--- src/hdl/smb_defs.svh ---
// register offsets, field positions, reset values and timing counts of the monitor bank
`ifndef SMB_DEFS_SVH
`define SMB_DEFS_SVH

// ------------------------------------------------------------
// register pointer values
// ------------------------------------------------------------
`define SMB_PTR_CONFIG 8'h00
`define SMB_PTR_SHUNT 8'h01
`define SMB_PTR_BUS 8'h02
`define SMB_PTR_POWER 8'h03
`define SMB_PTR_CURRENT 8'h04
`define SMB_PTR_CAL 8'h05

// ------------------------------------------------------------
// reset values
// ------------------------------------------------------------
`define SMB_CONFIG_RESET 16'h399f
`define SMB_CAL_RESET 16'h0000
`define SMB_RESULT_RESET 16'h0000

// ------------------------------------------------------------
// configuration word fields
// ------------------------------------------------------------
`define SMB_RST_BIT 15
`define SMB_RANGE_BIT 13
`define SMB_GAIN_HI 12
`define SMB_GAIN_LO 11
`define SMB_BUSCONV_HI 10
`define SMB_BUSCONV_LO 7
`define SMB_SHCONV_HI 6
`define SMB_SHCONV_LO 3
`define SMB_MODE_HI 2
`define SMB_MODE_LO 0
`define SMB_MODE_POWER_DOWN 3'h0
`define SMB_MODE_ADC_OFF 3'h4

// ------------------------------------------------------------
// shunt scaling and converter decode
// ------------------------------------------------------------
`define SMB_SHUNT_FS 16'h0fa0
`define SMB_RES_BASE 4'h9
`define SMB_RES_FULL 4'hc

// ------------------------------------------------------------
// timing and serial address
// ------------------------------------------------------------
`define SMB_CLK_NS 10
`define SMB_APPLY_NS 4000
`define SMB_APPLY_CYC (`SMB_APPLY_NS / `SMB_CLK_NS)
`define SMB_SLAVE_ADDR 7'h40

`endif

--- src/hdl/smb_pkg.sv ---
// types shared by the monitor register bank
package smb_pkg;

  typedef logic [15:0] smb_word_t;

  typedef enum logic [2:0] {
    ST_IDLE,
    ST_ADDR,
    ST_PTR,
    ST_WR_MSB,
    ST_WR_LSB,
    ST_SKIP,
    ST_RD
  } smb_state_t;

endpackage

--- src/hdl/smb_regbank.sv ---
// monitor register bank behind a two-wire serial slave port
//
// Summary of operation
// - written contents take effect well within 4 us of the write completing.
// - pointer 00 to 05 selects configuration, shunt, bus, power, current, calibration.
// - power and current read zero after reset and while calibration is zero.
// - each 16-bit register moves as two bytes, high byte first.
// - configuration loads 399f on reset.
// - writing one to bit 15 resets every register; the bit clears itself.
// - bit 13 picks 16 V range at zero, 32 V at one, default one.
// - bits 12 and 11 pick gain 1, /2, /4, /8; default /8.
// - bits 10 to 7 set bus converter resolution or averaging.
// - bits 6 to 3 set shunt converter resolution or averaging.
// - top bit zero picks 9 to 12 bits; 1000 is 12 bits; above averages 2-128.
// - mode bits default to continuous shunt and bus measurement.
// - 000 powers down, 001-011 trigger, 100 stops converter, 101-111 run continuously.
// - shunt result is positioned by gain with all sign bits equal.
// - negative shunt readings are two's complement, sign extended to 16 bits.
// - gain /8 full scale reads 7d00 and 8300.
// - gain /4 full scale reads 3e80 and c180.
// - gain /2 full scale reads 1f40 and e0c0.
// - gain 1 full scale reads 0fa0 and f060.
// - bus result is read only and holds the latest bus measurement.
// - calibration is read-write, resets to zero, and feeds current and power scaling.
// - reads come from the register last chosen by a pointer write.
`include "smb_defs.svh"

module smb_regbank #(
  parameter logic [6:0] SLAVE_ADDR = `SMB_SLAVE_ADDR
) (
  // clock and reset
  input wire logic clk,
  input wire logic srst,
  // serial pins, data line open drain
  input wire logic scl_i,
  input wire logic sda_i,
  output logic sda_o,
  output logic sda_oe,
  // converter results
  input wire logic signed [15:0] shunt_drop_reading,
  input wire logic shunt_valid,
  input wire logic [15:0] bus_reading,
  input wire logic bus_valid,
  input wire logic [15:0] current_value,
  input wire logic [15:0] power_value,
  input wire logic product_valid,
  // converter controls
  output logic bus_range_select,
  output logic [1:0] shunt_gain_stage,
  output logic [3:0] bus_resolution,
  output logic [2:0] bus_avg_log2,
  output logic [3:0] shunt_resolution,
  output logic [2:0] shunt_avg_log2,
  output logic shunt_run,
  output logic bus_run,
  output logic shunt_trigger,
  output logic bus_trigger,
  output logic powered_down,
  output logic adc_disabled,
  output logic [15:0] scale_calibration
);

  // ------------------------------------------------------------
  // converter setting decode
  // ------------------------------------------------------------
  // returns {resolution in bits, log2 of averaged samples}
  function automatic logic [6:0] conv_decode(input logic [3:0] s);
    logic [6:0] r;
    r = {`SMB_RES_FULL, 3'h0};
    if (!s[3])
    begin
      r = {4'(`SMB_RES_BASE + {2'h0, s[1:0]}), 3'h0};
    end
    else
    begin
      r = {`SMB_RES_FULL, s[2:0]};
    end
    return r;
  endfunction

  // ------------------------------------------------------------
  // pin synchronisers
  // ------------------------------------------------------------
  logic scl_m, scl_s, scl_d;
  logic sda_m, sda_s, sda_d;
  logic scl_rise, scl_fall, bus_start, bus_stop;

  always_ff @(posedge clk)
  begin
    if (srst)
    begin
      scl_m <= 1'b1;
      scl_s <= 1'b1;
      scl_d <= 1'b1;
      sda_m <= 1'b1;
      sda_s <= 1'b1;
      sda_d <= 1'b1;
    end
    else
    begin
      scl_m <= scl_i;
      scl_s <= scl_m;
      scl_d <= scl_s;
      sda_m <= sda_i;
      sda_s <= sda_m;
      sda_d <= sda_s;
    end
  end

  assign scl_rise = scl_s & ~scl_d;
  assign scl_fall = ~scl_s & scl_d;
  assign bus_start = scl_s & scl_d & sda_d & ~sda_s;
  assign bus_stop = scl_s & scl_d & ~sda_d & sda_s;
  assign sda_o = 1'b0;

  // ------------------------------------------------------------
  // registers and read mux
  // ------------------------------------------------------------
  smb_pkg::smb_word_t configuration_word, next_config;
  smb_pkg::smb_word_t shunt_voltage_result, next_shunt;
  smb_pkg::smb_word_t bus_voltage_result, next_bus;
  smb_pkg::smb_word_t power_result, next_power;
  smb_pkg::smb_word_t current_result, next_current;
  smb_pkg::smb_word_t cal_word, next_cal;
  smb_pkg::smb_word_t read_word, fmt_word;
  logic next_trig_s, next_trig_b;

  // ------------------------------------------------------------
  // serial engine state
  // ------------------------------------------------------------
  smb_pkg::smb_state_t state, next_state;
  logic [3:0] bit_cnt, next_bit_cnt;
  logic [7:0] shift, next_shift;
  logic [7:0] pointer, next_pointer;
  logic [7:0] msb_hold, next_msb;
  smb_pkg::smb_word_t tx_word, next_tx;
  smb_pkg::smb_word_t wr_data, next_wr_data;
  logic byte_sel, next_byte_sel;
  logic next_oe, wr_pend, next_wr_pend;
  logic [7:0] tx_byte;
  logic addr_hit;

  // unknown pointers read as zero
  always_comb
  begin
    if (pointer == `SMB_PTR_CONFIG)
    begin
      read_word = configuration_word;
    end
    else if (pointer == `SMB_PTR_SHUNT)
    begin
      read_word = shunt_voltage_result;
    end
    else if (pointer == `SMB_PTR_BUS)
    begin
      read_word = bus_voltage_result;
    end
    else if (pointer == `SMB_PTR_POWER)
    begin
      read_word = power_result;
    end
    else if (pointer == `SMB_PTR_CURRENT)
    begin
      read_word = current_result;
    end
    else if (pointer == `SMB_PTR_CAL)
    begin
      read_word = cal_word;
    end
    else
    begin
      read_word = `SMB_RESULT_RESET;
    end
  end

  assign tx_byte = byte_sel ? tx_word[7:0] : tx_word[15:8];
  assign addr_hit = (shift[7:1] == SLAVE_ADDR);

  always_comb
  begin
    next_state = state;
    next_bit_cnt = bit_cnt;
    next_shift = shift;
    next_pointer = pointer;
    next_msb = msb_hold;
    next_tx = tx_word;
    next_byte_sel = byte_sel;
    next_oe = sda_oe;
    next_wr_pend = 1'b0;
    next_wr_data = wr_data;
    if (bus_stop)
    begin
      next_state = smb_pkg::ST_IDLE;
      next_oe = 1'b0;
    end
    else if (bus_start)
    begin
      next_state = smb_pkg::ST_ADDR;
      next_bit_cnt = 4'h0;
      next_oe = 1'b0;
    end
    else if (scl_rise && state != smb_pkg::ST_IDLE)
    begin
      if (bit_cnt < 4'h8)
      begin
        next_shift = {shift[6:0], sda_s};
        next_bit_cnt = bit_cnt + 4'h1;
      end
      else
      begin
        next_bit_cnt = 4'h0;
        case (state)
          smb_pkg::ST_ADDR:
          begin
            if (!addr_hit)
            begin
              next_state = smb_pkg::ST_IDLE;
            end
            else if (shift[0])
            begin
              next_state = smb_pkg::ST_RD;
              next_tx = read_word;
              next_byte_sel = 1'b0;
            end
            else
            begin
              next_state = smb_pkg::ST_PTR;
            end
          end
          smb_pkg::ST_PTR:
          begin
            next_pointer = shift;
            next_state = smb_pkg::ST_WR_MSB;
          end
          smb_pkg::ST_WR_MSB:
          begin
            next_msb = shift;
            next_state = smb_pkg::ST_WR_LSB;
          end
          smb_pkg::ST_WR_LSB:
          begin
            next_wr_data = {msb_hold, shift};
            next_wr_pend = 1'b1;
            next_state = smb_pkg::ST_SKIP;
          end
          smb_pkg::ST_RD:
          begin
            // master not-acknowledge ends the read
            if (sda_s)
            begin
              next_state = smb_pkg::ST_IDLE;
            end
            else
            begin
              next_byte_sel = ~byte_sel;
            end
          end
          default:
          begin
            next_state = state;
          end
        endcase
      end
    end
    else if (scl_fall && state != smb_pkg::ST_IDLE)
    begin
      if (bit_cnt == 4'h8)
      begin
        // extra written bytes are not acknowledged
        next_oe = (state == smb_pkg::ST_ADDR && addr_hit) || state == smb_pkg::ST_PTR ||
                  state == smb_pkg::ST_WR_MSB || state == smb_pkg::ST_WR_LSB;
      end
      else if (state == smb_pkg::ST_RD)
      begin
        next_oe = ~tx_byte[~bit_cnt[2:0]];
      end
      else
      begin
        next_oe = 1'b0;
      end
    end
  end

  always_ff @(posedge clk)
  begin
    if (srst)
    begin
      state <= smb_pkg::ST_IDLE;
      bit_cnt <= 4'h0;
      shift <= 8'h00;
      pointer <= `SMB_PTR_CONFIG;
      msb_hold <= 8'h00;
      tx_word <= `SMB_RESULT_RESET;
      byte_sel <= 1'b0;
      sda_oe <= 1'b0;
      wr_pend <= 1'b0;
      wr_data <= `SMB_RESULT_RESET;
    end
    else
    begin
      state <= next_state;
      bit_cnt <= next_bit_cnt;
      shift <= next_shift;
      pointer <= next_pointer;
      msb_hold <= next_msb;
      tx_word <= next_tx;
      byte_sel <= next_byte_sel;
      sda_oe <= next_oe;
      wr_pend <= next_wr_pend;
      wr_data <= next_wr_data;
    end
  end

  // ------------------------------------------------------------
  // register update
  // ------------------------------------------------------------
  smb_shunt_fmt u_fmt (
    .gain(configuration_word[`SMB_GAIN_HI:`SMB_GAIN_LO]),
    .raw(shunt_drop_reading),
    .word(fmt_word)
  );

  // a write commits one cycle after its last byte, far inside the settle time
  always_comb
  begin
    next_config = configuration_word;
    next_cal = cal_word;
    next_shunt = shunt_voltage_result;
    next_bus = bus_voltage_result;
    next_power = power_result;
    next_current = current_result;
    next_trig_s = 1'b0;
    next_trig_b = 1'b0;
    if (shunt_valid)
    begin
      next_shunt = fmt_word;
    end
    if (bus_valid)
    begin
      next_bus = bus_reading;
    end
    if (product_valid)
    begin
      next_power = power_value;
      next_current = current_value;
    end
    if (wr_pend && pointer == `SMB_PTR_CONFIG)
    begin
      if (wr_data[`SMB_RST_BIT])
      begin
        next_config = `SMB_CONFIG_RESET;
        next_cal = `SMB_CAL_RESET;
        next_shunt = `SMB_RESULT_RESET;
        next_bus = `SMB_RESULT_RESET;
      end
      else
      begin
        next_config = wr_data;
        next_trig_s = ~wr_data[2] & wr_data[0];
        next_trig_b = ~wr_data[2] & wr_data[1];
      end
    end
    else if (wr_pend && pointer == `SMB_PTR_CAL)
    begin
      next_cal = wr_data;
    end
    // writes to other pointers fall through untouched
    if (next_cal == `SMB_CAL_RESET)
    begin
      next_power = `SMB_RESULT_RESET;
      next_current = `SMB_RESULT_RESET;
    end
  end

  always_ff @(posedge clk)
  begin
    if (srst)
    begin
      configuration_word <= `SMB_CONFIG_RESET;
      cal_word <= `SMB_CAL_RESET;
      shunt_voltage_result <= `SMB_RESULT_RESET;
      bus_voltage_result <= `SMB_RESULT_RESET;
      power_result <= `SMB_RESULT_RESET;
      current_result <= `SMB_RESULT_RESET;
      shunt_trigger <= 1'b0;
      bus_trigger <= 1'b0;
    end
    else
    begin
      configuration_word <= next_config;
      cal_word <= next_cal;
      shunt_voltage_result <= next_shunt;
      bus_voltage_result <= next_bus;
      power_result <= next_power;
      current_result <= next_current;
      shunt_trigger <= next_trig_s;
      bus_trigger <= next_trig_b;
    end
  end

  // ------------------------------------------------------------
  // converter controls
  // ------------------------------------------------------------
  assign bus_range_select = configuration_word[`SMB_RANGE_BIT];
  assign shunt_gain_stage = configuration_word[`SMB_GAIN_HI:`SMB_GAIN_LO];
  assign {bus_resolution, bus_avg_log2} =
    conv_decode(configuration_word[`SMB_BUSCONV_HI:`SMB_BUSCONV_LO]);
  assign {shunt_resolution, shunt_avg_log2} =
    conv_decode(configuration_word[`SMB_SHCONV_HI:`SMB_SHCONV_LO]);
  assign shunt_run = configuration_word[2] & configuration_word[0];
  assign bus_run = configuration_word[2] & configuration_word[1];
  assign powered_down = configuration_word[`SMB_MODE_HI:`SMB_MODE_LO] == `SMB_MODE_POWER_DOWN;
  assign adc_disabled = configuration_word[`SMB_MODE_HI:`SMB_MODE_LO] == `SMB_MODE_ADC_OFF;
  assign scale_calibration = cal_word;

  // ------------------------------------------------------------
  // assertions
  // ------------------------------------------------------------
  localparam int apply_cyc = `SMB_APPLY_CYC;
endmodule

--- src/hdl/smb_shunt_fmt.sv ---
// shunt reading formatter: clamps to the gain's full scale, keeps two's complement
`include "smb_defs.svh"

module smb_shunt_fmt (
  // gain code and raw reading in 10 uV steps
  input wire logic [1:0] gain,
  input wire logic signed [15:0] raw,
  // register image
  output logic [15:0] word
);

  logic [15:0] limit;
  logic [15:0] neg_limit;

  // ------------------------------------------------------------
  // clamp
  // ------------------------------------------------------------
  // smaller gain codes saturate earlier, so the unused top bits copy the sign
  always_comb
  begin
    limit = 16'(`SMB_SHUNT_FS << gain);
    neg_limit = 16'(16'h0000 - limit);
    if (raw > $signed(limit))
    begin
      word = limit;
    end
    else if (raw < $signed(neg_limit))
    begin
      word = neg_limit;
    end
    else
    begin
      word = raw;
    end
  end

endmodule

--- config.mk ---
export PLATFORM = sky130hd
export DESIGN_NAME = smb_regbank
export DESIGN_NICKNAME = d
export VERILOG_FILES = /design/src/hdl/smb_pkg.sv /design/src/hdl/smb_regbank.sv /design/src/hdl/smb_shunt_fmt.sv
export VERILOG_INCLUDE_DIRS = /design/src /design/src/hdl
export SDC_FILE = /design/constraint.sdc
export NUM_CORES = 1
export LEC_CHECK = 0
export ABC_AREA = 1
export BUFFER_PORTS_ARGS = -buffer_cell sky130_fd_sc_hd__buf_2
export CELL_PAD_IN_SITES_DETAIL_PLACEMENT = 0
export CELL_PAD_IN_SITES_GLOBAL_PLACEMENT = 1
export CORE_AREA = 2 2 142 144
export CTS_CLUSTER_DIAMETER = 100
export DETAILED_ROUTE_END_ITERATION = 7
export DIE_AREA = 0 0 144 146
export HOLD_SLACK_MARGIN = 0.02
export PLACE_DENSITY = 0.89
export SLEW_MARGIN = 20
export SYNTH_ARGS = -nofsm -noshare
export SYNTH_HDL_FRONTEND = slang
export SYNTH_SLANG_ARGS = --single-unit
--- constraint.sdc ---
create_clock -name clk -period 4.1 [get_ports clk]
set_clock_uncertainty 0.2 [all_clocks]
set_input_delay 0.82 -clock clk [delete_from_list [all_inputs] [get_ports clk]]
set_output_delay 0.82 -clock clk [all_outputs]
set_load 0.005 [all_outputs]
Word level (Yosys, flattened, before mapping)

Cells that the tools add are included.

Memory bits (writable): 0
Flip-flop bits (word level): 170
Word-level logic and storage cells: 148
Latch bits: 0
Memories kept: 0
Memory bits (read-only): 0

Multiply operators: 0
$lt $le $gt $ge: 4
Reductions and logical operators: 31
Bitwise logic cells: 24
Shift operators: 1
Eq/ne operators: 19
Add/sub/neg operators: 4
Muxes and demuxes: 40
Div/mod/pow operators: 0

Operators with widths:

| operator                                                             | count |
|---|---|
| 16-bit 2-to-1 mux                                                    | 17 |
| 8-bit by 2-bit == test with 1-bit output (second input constant)     | 2 |
| 8-bit by 3-bit == test with 1-bit output (second input constant)     | 2 |
| 16-bit greater-than comparator                                       | 1 |
| 16-bit logical NOT                                                   | 1 |
| 16-bit less-than comparator                                          | 1 |
| 12-bit by 2-bit left shift with 16-bit output (first input constant) | 1 |
| 1-bit by 16-bit subtractor with 16-bit output (first input constant) | 1 |
| 15-bit 2-to-1 mux                                                    | 1 |
| 3-bit one-hot mux with 5 select lines                                | 1 |
| 5-bit AND reduction                                                  | 3 |
| 7-bit 2-to-1 mux                                                     | 2 |
| 4-bit 2-to-1 mux                                                     | 3 |
| 1-bit NOT                                                            | 12 |
| 4-bit AND reduction                                                  | 3 |
| 1-bit bitwise AND                                                    | 11 |
| 1-bit 2-to-1 mux                                                     | 10 |
| 2-bit inequality test (second input constant)                        | 5 |
| 3-bit == test (second input constant)                                | 3 |
| 3-bit 2-to-1 mux                                                     | 3 |
| 4-bit by 2-bit adder with 4-bit output (first input constant)        | 2 |
| 8-bit by 1-bit == test with 1-bit output (second input constant)     | 1 |
| 8-bit logical NOT                                                    | 1 |
| 8-bit 2-to-1 mux                                                     | 1 |
| 24 further kinds                                                     | 35 |

Depth between registers and ports, before layout

Gate-level depths: netlist (run 1).

Depth in word-level cells: 8
Depth in mapped cells: 19
Gate-level depth less buffers: 19

Modules after synthesis

A second synthesis (run 1) with hierarchy kept.

Cell total of the unflattened synthesis: 1225
Area, all modules: 8745.9 µm²

By module, submodules not included:

| module        | area an instance (µm²) | cells each | sequential area each (µm²) | instances |
|---|---|---|---|---|
| smb_regbank   | 7836.3                 | 1060       | 3383.2                     | 1 |
| smb_shunt_fmt | 909.6                  | 165        | 0.0                        | 1 |

Worst setup path before layout (run 1)

OpenSTA, ideal clock, no wires.

Path kind: reg2reg
Start point: reg configuration_word[12]
End point: reg shunt_voltage_result[5]
Period minus slack after synthesis: 3.028 ns
Slack: 1.072 ns
Arrival time: 2.709 ns
Buffers on the path: 1
Cell stages (with the launch flop): 20
Cell sequence: dfxtp_1 inv_1 ha_1 inv_1 ha_1 inv_1 nor2_1 nor3b_1 o21bai_1 a21oi_1 o31ai_1 inv_1 ha_1 inv_1 clkbuf_1 o21ai_0 nand2_1 nand2_1 nand2_1 a21oi_1

Word-level cells in the longest chain between the ends: 8

RTL lines:

| element                                                     | RTL line            | source |
|---|---|---|
| from (decl)                                                 | smb_regbank.sv:119  | `smb_pkg::smb_word_t configuration_word, next_config;` |
| from (signal assigned)                                      | smb_regbank.sv:379  | `` configuration_word <= `SMB_CONFIG_RESET; `` |
| from (signal assigned)                                      | smb_regbank.sv:390  | `configuration_word <= next_config;` |
| 12-bit by 2-bit left shift with 16-bit output (no line) (*) | n/a                 |  |
| 1-bit by 16-bit subtractor with 16-bit output               | smb_shunt_fmt.sv:22 | `neg_limit = 16'(16'h0000 - limit);` |
| 16-bit less-than comparator                                 | smb_shunt_fmt.sv:27 | `else if (raw < $signed(neg_limit))` |
| 16-bit 2-to-1 mux                                           | smb_shunt_fmt.sv:27 |  |
| 16-bit 2-to-1 mux (*)                                       | smb_shunt_fmt.sv:23 | `if (raw > $signed(limit))` |
| 16-bit 2-to-1 mux (*)                                       | smb_regbank.sv:334  | `if (shunt_valid)` |
| 16-bit 2-to-1 mux                                           | smb_regbank.sv:349  | `` if (wr_data[`SMB_RST_BIT]) `` |
| 16-bit 2-to-1 mux (*)                                       | smb_regbank.sv:347  | `` if (wr_pend && pointer == `SMB_PTR_CONFIG) `` |
| to (signal assigned)                                        | smb_regbank.sv:381  | `` shunt_voltage_result <= `SMB_RESULT_RESET; `` |
| to (signal assigned)                                        | smb_regbank.sv:392  | `shunt_voltage_result <= next_shunt;` |
| to (decl)                                                   | smb_regbank.sv:120  | `smb_pkg::smb_word_t shunt_voltage_result, next_shunt;` |

Every way passes the cells marked *; elsewhere a longest branch is shown, timed or not.
A chain may end at the register's enable or synchronous reset.

Worst setup path after layout (run 1)

Start point: reg configuration_word[12]
End point: reg shunt_voltage_result[13]

Same word-level chain as after synthesis.

==> flow_summary.html, run 1 <==
<table>
<tr><th>Metric</th><th>Value</th></tr>
<tr><th colspan="2">Synth</th></tr>
<tr><td>Count of different cell masters after synthesis</td><td>39</td></tr>
<tr><td>Count of flip-flops with a built-in enable after synthesis</td><td>0</td></tr>
<tr><td>Synth Cell Area</td><td>8030 sq um</td></tr>
<tr><td>Main flop type after synthesis</td><td>sky130_fd_sc_hd__dfxtp_1</td></tr>
<tr><td>Syn avg cell area</td><td>7.41 sq um</td></tr>
<tr><td>Total number of yosys warnings</td><td>0</td></tr>
<tr><td>Fraction of registers with async set or reset after synthesis</td><td>0%</td></tr>
<tr><td>Post-synthesis sequential element count</td><td>169</td></tr>
<tr><td>Synthesized instance count</td><td>1,083</td></tr>
<tr><td>Share of the yosys chip area belonging to registers</td><td>42.1%</td></tr>
<tr><th colspan="2">Run</th></tr>
<tr><td>Max_cap viols</td><td>0</td></tr>
<tr><th colspan="2">STA</th></tr>
<tr><td>Finish-stage setup viols</td><td>0</td></tr>
<tr><td>Final critical path time including I/O delays and setup</td><td>3.48 ns</td></tr>
<tr><td>Sum of negative setup slack</td><td>0 ns</td></tr>
<tr><td>Final hold vios</td><td>0</td></tr>
<tr><td>Final number of max-transition violations</td><td>0</td></tr>
<tr><td>Slew @ Worst Pin</td><td>0.955 ns</td></tr>
<tr><td>Fin crit share</td><td>84.8%</td></tr>
<tr><td>Unrepaired setup endpoints after global routing</td><td>false</td></tr>
<tr><td>Fmax</td><td>0.288 GHz</td></tr>
<tr><td>Max_slew headroom</td><td>36.1%</td></tr>
<tr><th colspan="2">Clocking</th></tr>
<tr><td>Clock latency at the later pin of the worst-skew pair</td><td>0.42 ns</td></tr>
<tr><td>Maximum buffer depth of the clock tree</td><td>2</td></tr>
<tr><td>Clock tree from TritonCTS</td><td>yes</td></tr>
<tr><td>Number of setup buffers added after CTS</td><td>0</td></tr>
<tr><td>CTS root buffer</td><td>sky130_fd_sc_hd__clkbuf_16</td></tr>
<tr><td>Number of H-tree levels</td><td>4</td></tr>
<tr><td>CTS sink count</td><td>169</td></tr>
<tr><td>CTS Hold Buffers Added</td><td>0</td></tr>
<tr><td>Register clock-pin slew on the reported worst setup and hold paths</td><td>0.06 ns</td></tr>
<tr><td>Number of buffers created by CTS</td><td>17</td></tr>
<tr><td>Number of gates given a new drive strength after cts</td><td>0</td></tr>
<tr><th colspan="2">Route</th></tr>
<tr><td>Count of antenna-violating nets left after detailed routing</td><td>0</td></tr>
<tr><td>Detailed Route Iter0 Violations</td><td>522</td></tr>
<tr><td>DR vias/cell</td><td>5.12</td></tr>
<tr><td>First-pass detailed-route iteration total</td><td>5</td></tr>
<tr><td>Residual DRC</td><td>0</td></tr>
<tr><td>Aggregate routed wire length</td><td>22,800 microns</td></tr>
<tr><td>Via count of the routed design</td><td>7,374</td></tr>
<tr><td>Average wire per cell in the routed design</td><td>15.8 microns</td></tr>
<tr><th colspan="2">Floorplan</th></tr>
<tr><td>Die height</td><td>146 microns</td></tr>
<tr><td>Placeable core area</td><td>19,300 sq um</td></tr>
<tr><td>Row cnt</td><td>51</td></tr>
<tr><td>Count of boundary I/O pins</td><td>112</td></tr>
<tr><td>Initial cell density of the core</td><td>41.5%</td></tr>
<tr><td>Overall die area</td><td>21,000 sq um</td></tr>
<tr><td>Die width</td><td>144 microns</td></tr>
<tr><th colspan="2">Global route</th></tr>
<tr><td>Number of antenna violations at the first check in global routing</td><td>0</td></tr>
<tr><td>Pin count of the biggest net entering global routing</td><td>46</td></tr>
<tr><td>Total grt overflow</td><td>0</td></tr>
<tr><td>Global Route Usage Sum</td><td>21.8%</td></tr>
<tr><td>Vias in the first global route</td><td>6,672</td></tr>
<tr><td>Wire length of the first global-routing pass</td><td>35,900 microns</td></tr>
<tr><th colspan="2">Pwr</th></tr>
<tr><td>Power per Cell Area</td><td>373 nW/um^2</td></tr>
<tr><td>Largest vdd supply drop</td><td>0.000286 V</td></tr>
<tr><td>LEAKAGE</td><td>4.05 nW</td></tr>
<tr><th colspan="2">Outcome</th></tr>
<tr><td>Result of the run</td><td>completed</td></tr>
<tr><th colspan="2">Final layout</th></tr>
<tr><td>Antenna Cells</td><td>0</td></tr>
<tr><td>Final #Nets</td><td>1,262</td></tr>
<tr><td>Area added between synthesis and finish</td><td>15.8%</td></tr>
<tr><td>Most used cells in the layout excluding fill and tap cells</td><td>sky130_fd_sc_hd__nand2_1, sky130_fd_sc_hd__dfxtp_1, sky130_fd_sc_hd__a21oi_1</td></tr>
<tr><td>Filler-free cell count of the finished design</td><td>1,440</td></tr>
<tr><td>Final Util</td><td>48.1%</td></tr>
<tr><td>Most frequent standard cell in the layout excluding fill and tap cells</td><td>sky130_fd_sc_hd__nand2_1</td></tr>
<tr><td>Fraction of final layout cells with drive strength greater than 1</td><td>17.0%</td></tr>
<tr><th colspan="2">Critical path</th></tr>
<tr><td>Number of buffers and inverters on the critical path</td><td>6</td></tr>
<tr><td>Worst path cell trace</td><td>inv_1, ha_1, inv_1, ha_1, inv_1, nor2_1, nor3b_1, o21bai_1, a21oi_1, o31ai_1, inv_1, ha_1, inv_1, nand2_1, o21ai_0, inv_1, nand2_1, nand3_1, a21oi_1</td></tr>
<tr><td>Worst-path cell with the longest stage delay</td><td>sky130_fd_sc_hd__dfxtp_2</td></tr>
<tr><td>Crit-path leading delay family</td><td>buffers and inverters</td></tr>
<tr><td>Path type of the worst setup path</td><td>reg -&gt; reg</td></tr>
<tr><td>CP Capture Type</td><td>flop</td></tr>
<tr><td>Slowest stage delay, CP</td><td>0.46 ns</td></tr>
<tr><td>Maximum fanout along the worst path</td><td>12</td></tr>
<tr><td>Arrival time at the worst endpoint</td><td>3.63 ns</td></tr>
<tr><td>Cell repeated most along the worst path</td><td>sky130_fd_sc_hd__inv_1</td></tr>
<tr><td>Required time reported for the critical path endpoint</td><td>4.25 ns</td></tr>
<tr><td>Startpoint type of the worst setup path</td><td>flop</td></tr>
<tr><th colspan="2">Place</th></tr>
<tr><td>Placed Instances</td><td>1,409</td></tr>
<tr><td>Placer Congestion</td><td>0.913</td></tr>
<tr><td>Port bufs</td><td>108</td></tr>
<tr><td>Detailed Place HPWL</td><td>16,800 microns</td></tr>
<tr><th colspan="2">Min path</th></tr>
<tr><td>Hold Path Class</td><td>reg -&gt; reg</td></tr>
</table>
[metal layers]
metal / share of wire (%) / track usage, % / up-vias
li1: - / - / 3756
met1: 49 / 32.2 / 3355
met2: 44 / 32.7 / 248
met3: 6.2 / 3.98 / 15
met4: 1.3 / 4.95 / 0
met5: 0 / 0 / -
[worst register-to-register path: cells and delay by family (launching register included)]
kind | cells | cell delay, ns
buffers and inverters | 6 | 0.86
adder cells (fa/ha/maj) | 3 | 0.86
AO/OA/AOI/OAI | 5 | 0.51
flip-flops | 1 | 0.46
AND/OR/NAND/NOR | 5 | 0.52
[area by class of cell]
cell class | instances | area [sq um]
Clock buffer | 24 | 492
Clock inverter | 7 | 91.3
Fill cell | 1897 | 10000
Inverter | 108 | 405
Multi-Input combinational cell | 748 | 3950
Sequential cell | 169 | 3380
Tap cell | 265 | 332
Timing Repair Buffer | 119 | 636
[state kept, by name, indices dropped and copies added, names as in the netlist, 3 cells and up]
name	cells
shunt_voltage_result	16
power_result	16
bus_voltage_result	16
shift	8
scale_calibration	16
configuration_word	15
tx_word	16
pointer	8
state	3
msb_hold	8
bit_cnt	4
current_result	16
wr_data	16
[kinds of logic (layout without fill, tap and decap cells)]
| group | Yosys count | after routing | synth area share (%) |
|---|---|---|---|
| compound gates | 277 | 277 | 18.5 |
| mux | 29 | 29 | 3.62 |
| other cells | 2 | 3 | 0.0936 |
| flops | 169 | 169 | 42.1 |
| buf+inv | 167 | 258 | 8.65 |
| simple gates | 411 | 411 | 22.6 |
| fa+ha+maj | 28 | 28 | 4.36 |
[synth_stat cells, types with 5 or more instances]
master                     count  area [sq um]
sky130_fd_sc_hd__ha_1         28           350
sky130_fd_sc_hd__nor2_2       33           206
sky130_fd_sc_hd__or2_2         7          43.8
sky130_fd_sc_hd__nor2_1      112           420
sky130_fd_sc_hd__nor3_1       12          60.1
sky130_fd_sc_hd__inv_1       105           394
sky130_fd_sc_hd__nand3_2       5          50.1
sky130_fd_sc_hd__mux2i_1      29           290
sky130_fd_sc_hd__a21oi_1     152           761
sky130_fd_sc_hd__nand3_1      47           235
sky130_fd_sc_hd__o21ai_0      88           440
sky130_fd_sc_hd__buf_1         5          18.8
sky130_fd_sc_hd__dfxtp_1     169          3380
sky130_fd_sc_hd__buf_4         5          37.5
sky130_fd_sc_hd__nand4_1      16           100
sky130_fd_sc_hd__o211ai_1     18           135
sky130_fd_sc_hd__nand2_1     172           646
sky130_fd_sc_hd__clkbuf_1     40           150
sky130_fd_sc_hd__buf_6         6          67.6
[worst paths after layout]
path         slack [ns]  depth (start not counted)                   start                  endpoint
min                0.21                          1                   scl_m                     scl_s
max reg2reg        0.62                         19  configuration_word[12]  shunt_voltage_result[13]
min reg2reg        0.21                          1                   scl_m                     scl_s
max                0.62                         19  configuration_word[12]  shunt_voltage_result[13]
[power breakdown]
part / total (mW) / leakage [nW] / switching, mW / internal, mW
clock: 1.59 / 0.286 / 0.637 / 0.957
sequential: 1.68 / 1.37 / 0.0135 / 1.66
combinational: 0.197 / 2.40 / 0.119 / 0.0775
[stage by stage]
stage	setup slack (ns)	cell area, sq um	hold WS, ns	power [mW]
6_report	0.623	9290	0.211	3.47
4_1_cts	0.463	9290	0.212	3.49
5_1_grt	0.211	9290	0.219	3.59
3_5_place_dp	0.471	8710	0.197	1.91
3_3_place_gp	0.583	8710	0.193	1.91
2_1_floorplan	1.07	8030	0.189	1.84
Note: power is estimated with default switching activity, not from simulation.
==> inputs of run 2 (changes only) <==
--- a/config.mk
+++ b/config.mk
@@ -10,12 +10,12 @@
 export BUFFER_PORTS_ARGS = -buffer_cell sky130_fd_sc_hd__buf_2
 export CELL_PAD_IN_SITES_DETAIL_PLACEMENT = 0
 export CELL_PAD_IN_SITES_GLOBAL_PLACEMENT = 1
-export CORE_AREA = 2 2 142 144
+export CORE_AREA = 2 2 149 151
 export CTS_CLUSTER_DIAMETER = 100
 export DETAILED_ROUTE_END_ITERATION = 7
-export DIE_AREA = 0 0 144 146
+export DIE_AREA = 0 0 151 153
 export HOLD_SLACK_MARGIN = 0.02
-export PLACE_DENSITY = 0.89
+export PLACE_DENSITY = 0.85
 export SLEW_MARGIN = 20
 export SYNTH_ARGS = -nofsm -noshare
 export SYNTH_HDL_FRONTEND = slang
==> constraint.sdc (replaced) <==
create_clock -name clk -period 3 [get_ports clk]
set_clock_uncertainty 0.2 [all_clocks]
set_input_delay 0.6 -clock clk [delete_from_list [all_inputs] [get_ports clk]]
set_output_delay 0.6 -clock clk [all_outputs]
set_load 0.005 [all_outputs]
==> run 2 against run 1 <==
  * Via count is 1.5% higher
  * Largest cell class unchanged
  * Clock power is 39% higher
  * Highest routed layer unchanged
  * Routed wire length grew 2.1%
  * Global-route usage down 1.7 points
  * Die area grew 9.9%
  * Critical endpoint is now shunt_voltage_result[12]
  * Largest power group unchanged
  * Sequential cell count unchanged
==> flow_summary.html, run 2 (synthesis results as in run 1) <==
<table>
<tr><th>Metric</th><th>Value</th></tr>
<tr><th colspan="2">Outcome</th></tr>
<tr><td>Result of the run</td><td>completed</td></tr>
<tr><th colspan="2">Critical path</th></tr>
<tr><td>Worst-path cell with the longest stage delay</td><td>sky130_fd_sc_hd__dfxtp_1</td></tr>
<tr><td>Path type of the worst setup path</td><td>reg -&gt; reg</td></tr>
<tr><td>Maximum fanout along the worst path</td><td>7 (-5)</td></tr>
<tr><td>Startpoint type of the worst setup path</td><td>flop</td></tr>
<tr><td>Arrival time at the worst endpoint</td><td>2.89 ns (-0.74 ns)</td></tr>
<tr><td>Cell repeated most along the worst path</td><td>sky130_fd_sc_hd__a21oi_1</td></tr>
<tr><td>Required time reported for the critical path endpoint</td><td>3.11 ns (-1.14 ns)</td></tr>
<tr><td>Slowest stage delay, CP</td><td>0.32 ns (-0.14 ns)</td></tr>
<tr><td>Number of buffers and inverters on the critical path</td><td>4 (-2)</td></tr>
<tr><td>Worst path cell trace</td><td>buf_4, ha_1, inv_2, ha_1, a21oi_1, a21oi_1, a221oi_1, o31ai_1, inv_1, ha_4, buf_6, o21ai_0, nand2_1, nand3_1, a21oi_1</td></tr>
<tr><td>CP Capture Type</td><td>flop</td></tr>
<tr><td>Crit-path leading delay family</td><td>compound AO/OA/AOI/OAI gates</td></tr>
<tr><th colspan="2">STA</th></tr>
<tr><td>Fmax</td><td>0.360 GHz (+25%)</td></tr>
<tr><td>Final hold vios</td><td>0 (unchanged)</td></tr>
<tr><td>Final critical path time including I/O delays and setup</td><td>2.78 ns (-0.696 ns)</td></tr>
<tr><td>Sum of negative setup slack</td><td>0 ns (unchanged)</td></tr>
<tr><td>Max_slew headroom</td><td>56.4% (+20 points)</td></tr>
<tr><td>Unrepaired setup endpoints after global routing</td><td>false</td></tr>
<tr><td>Fin crit share</td><td>92.7% (+7.9 points)</td></tr>
<tr><td>Final number of max-transition violations</td><td>0 (unchanged)</td></tr>
<tr><td>Hold slack</td><td>0.154 ns (-0.0563 ns)</td></tr>
<tr><td>Finish-stage setup viols</td><td>0 (unchanged)</td></tr>
<tr><td>Slew @ Worst Pin</td><td>0.655 ns (-0.301 ns)</td></tr>
<tr><th colspan="2">Route</th></tr>
<tr><td>Average wire per cell in the routed design</td><td>15.8 microns (-0.35%)</td></tr>
<tr><td>DR vias/cell</td><td>5.07 (-0.93%)</td></tr>
<tr><td>Via count of the routed design</td><td>7,488 (+1.5%)</td></tr>
<tr><td>Detailed Route Iter0 Violations</td><td>582 (+11%)</td></tr>
<tr><td>Residual DRC</td><td>0 (unchanged)</td></tr>
<tr><td>First-pass detailed-route iteration total</td><td>5 (unchanged)</td></tr>
<tr><td>Count of antenna-violating nets left after detailed routing</td><td>0 (unchanged)</td></tr>
<tr><td>Aggregate routed wire length</td><td>23,300 microns (+2.1%)</td></tr>
<tr><th colspan="2">Floorplan</th></tr>
<tr><td>Die width</td><td>151 microns (+4.9%)</td></tr>
<tr><td>Overall die area</td><td>23,100 sq um (+9.9%)</td></tr>
<tr><td>Row cnt</td><td>54 (+5.9%)</td></tr>
<tr><td>Count of boundary I/O pins</td><td>112 (unchanged)</td></tr>
<tr><td>Placeable core area</td><td>21,500 sq um (+11%)</td></tr>
<tr><td>Die height</td><td>153 microns (+4.8%)</td></tr>
<tr><td>Initial cell density of the core</td><td>37.4% (-4.2 points)</td></tr>
<tr><th colspan="2">Clocking</th></tr>
<tr><td>Register clock-pin slew on the reported worst setup and hold paths</td><td>0.06 ns (about the same)</td></tr>
<tr><td>Clock latency at the later pin of the worst-skew pair</td><td>0.43 ns (about the same)</td></tr>
<tr><td>CTS Hold Buffers Added</td><td>0 (unchanged)</td></tr>
<tr><td>CTS sink count</td><td>169 (unchanged)</td></tr>
<tr><td>Number of buffers created by CTS</td><td>17 (unchanged)</td></tr>
<tr><td>Number of H-tree levels</td><td>4 (unchanged)</td></tr>
<tr><td>Clock tree from TritonCTS</td><td>yes</td></tr>
<tr><td>Maximum buffer depth of the clock tree</td><td>2 (unchanged)</td></tr>
<tr><td>CTS root buffer</td><td>sky130_fd_sc_hd__clkbuf_16</td></tr>
<tr><th colspan="2">Place</th></tr>
<tr><td>Placer Congestion</td><td>0.904 (-1.0%)</td></tr>
<tr><td>Detailed Place HPWL</td><td>17,500 microns (+4.2%)</td></tr>
<tr><td>Port bufs</td><td>108 (unchanged)</td></tr>
<tr><th colspan="2">Pwr</th></tr>
<tr><td>Largest vdd supply drop</td><td>0.000343 V (+20%)</td></tr>
<tr><td>LEAKAGE</td><td>4.15 nW (+2.4%)</td></tr>
<tr><td>Power per Cell Area</td><td>501 nW/um^2 (+34%)</td></tr>
<tr><td>Post-layout power</td><td>4.79 mW (+38%)</td></tr>
<tr><th colspan="2">Global route</th></tr>
<tr><td>Global Route Usage Sum</td><td>20.1% (-1.7 points)</td></tr>
<tr><td>Wire length of the first global-routing pass</td><td>36,200 microns (+0.81%)</td></tr>
<tr><td>Vias in the first global route</td><td>6,794 (+1.8%)</td></tr>
<tr><td>Total grt overflow</td><td>0 (unchanged)</td></tr>
<tr><td>Pin count of the biggest net entering global routing</td><td>37 (-20%)</td></tr>
<tr><td>Number of antenna violations at the first check in global routing</td><td>0 (unchanged)</td></tr>
<tr><th colspan="2">Final layout</th></tr>
<tr><td>Area added between synthesis and finish</td><td>19.2%</td></tr>
<tr><td>Final #Nets</td><td>1,282 (+1.6%)</td></tr>
<tr><td>Fraction of final layout cells with drive strength greater than 1</td><td>20.0% (+3.0 points)</td></tr>
<tr><td>Antenna Cells</td><td>0 (unchanged)</td></tr>
<tr><td>FF+latch area</td><td>3390 sq um (about the same)</td></tr>
<tr><td>Most frequent standard cell in the layout excluding fill and tap cells</td><td>sky130_fd_sc_hd__nand2_1</td></tr>
<tr><td>Multi-input gate area</td><td>4030 sq um (+1.8%)</td></tr>
<tr><td>Number of filler instances in the final layout</td><td>2,218 (+17%)</td></tr>
<tr><td>Most used cells in the layout excluding fill and tap cells</td><td>sky130_fd_sc_hd__nand2_1, sky130_fd_sc_hd__dfxtp_1, sky130_fd_sc_hd__a21oi_1</td></tr>
<tr><th colspan="2">Run</th></tr>
<tr><td>Max_cap viols</td><td>0 (unchanged)</td></tr>
<tr><th colspan="2">Min path</th></tr>
<tr><td>Hold Path Class</td><td>in -&gt; reg</td></tr>
</table>
[run 2: per-layer routing]
metal | wire, microns | GRT usage [%]
met1 | 11300 | 28.8
met2 | 10000 | 30.0
met5 | 0 | 0
met4 | 632 | 6.94
met3 | 1330 | 3.94
[run 2: worst paths after layout]
path / from / to / slack (ns) / cells past startpoint
setup / recovery: configuration_word[11] / shunt_voltage_result[12] / 0.22 / 15
hold / removal: sda_i / sda_m / 0.15 / 2
setup reg to reg: configuration_word[11] / shunt_voltage_result[12] / 0.22 / 15
hold reg to reg: sda_m / sda_s / 0.21 / 1
[run 2: layout make-up]
| cell class | count | area share (%) |
|---|---|---|
| Inverter | 108 | 4.26 |
| Sequential cell | 169 | 35.4 |
| Tap cell | 280 | 3.66 |
| Multi-Input combinational cell | 748 | 42.1 |
| Timing Repair Buffer | 139 | 8.38 |
| Clock buffer | 19 | 4.73 |
| Clock inverter | 13 | 1.49 |
[run 2: report_power, final]
part           leakage [nW]  switching (mW)  internal (mW)
registers              1.37          0.0194           2.27
clock network         0.290           0.928           1.28
logic                  2.49           0.171          0.121
total                  4.15            1.12           3.67
[run 2: per-stage QoR]
step                      instances  worst slack (ns)  area (sq um)  util, %
final                          1476             0.219          9570     44.5
after global routing           1476           0.00125          9570     44.5
after CTS                      1474            0.0254          9470     44.1
after detailed placement       1442            0.0498          8880     41.3
after global placement         1442             0.117          8880     41.3
after floorplan                1084            0.0704          8030        -
[run 2: timing repair]
item,CTS,global route
setup endpoints to repair,0,15
setup buffers,0,2
resized for setup,0,23
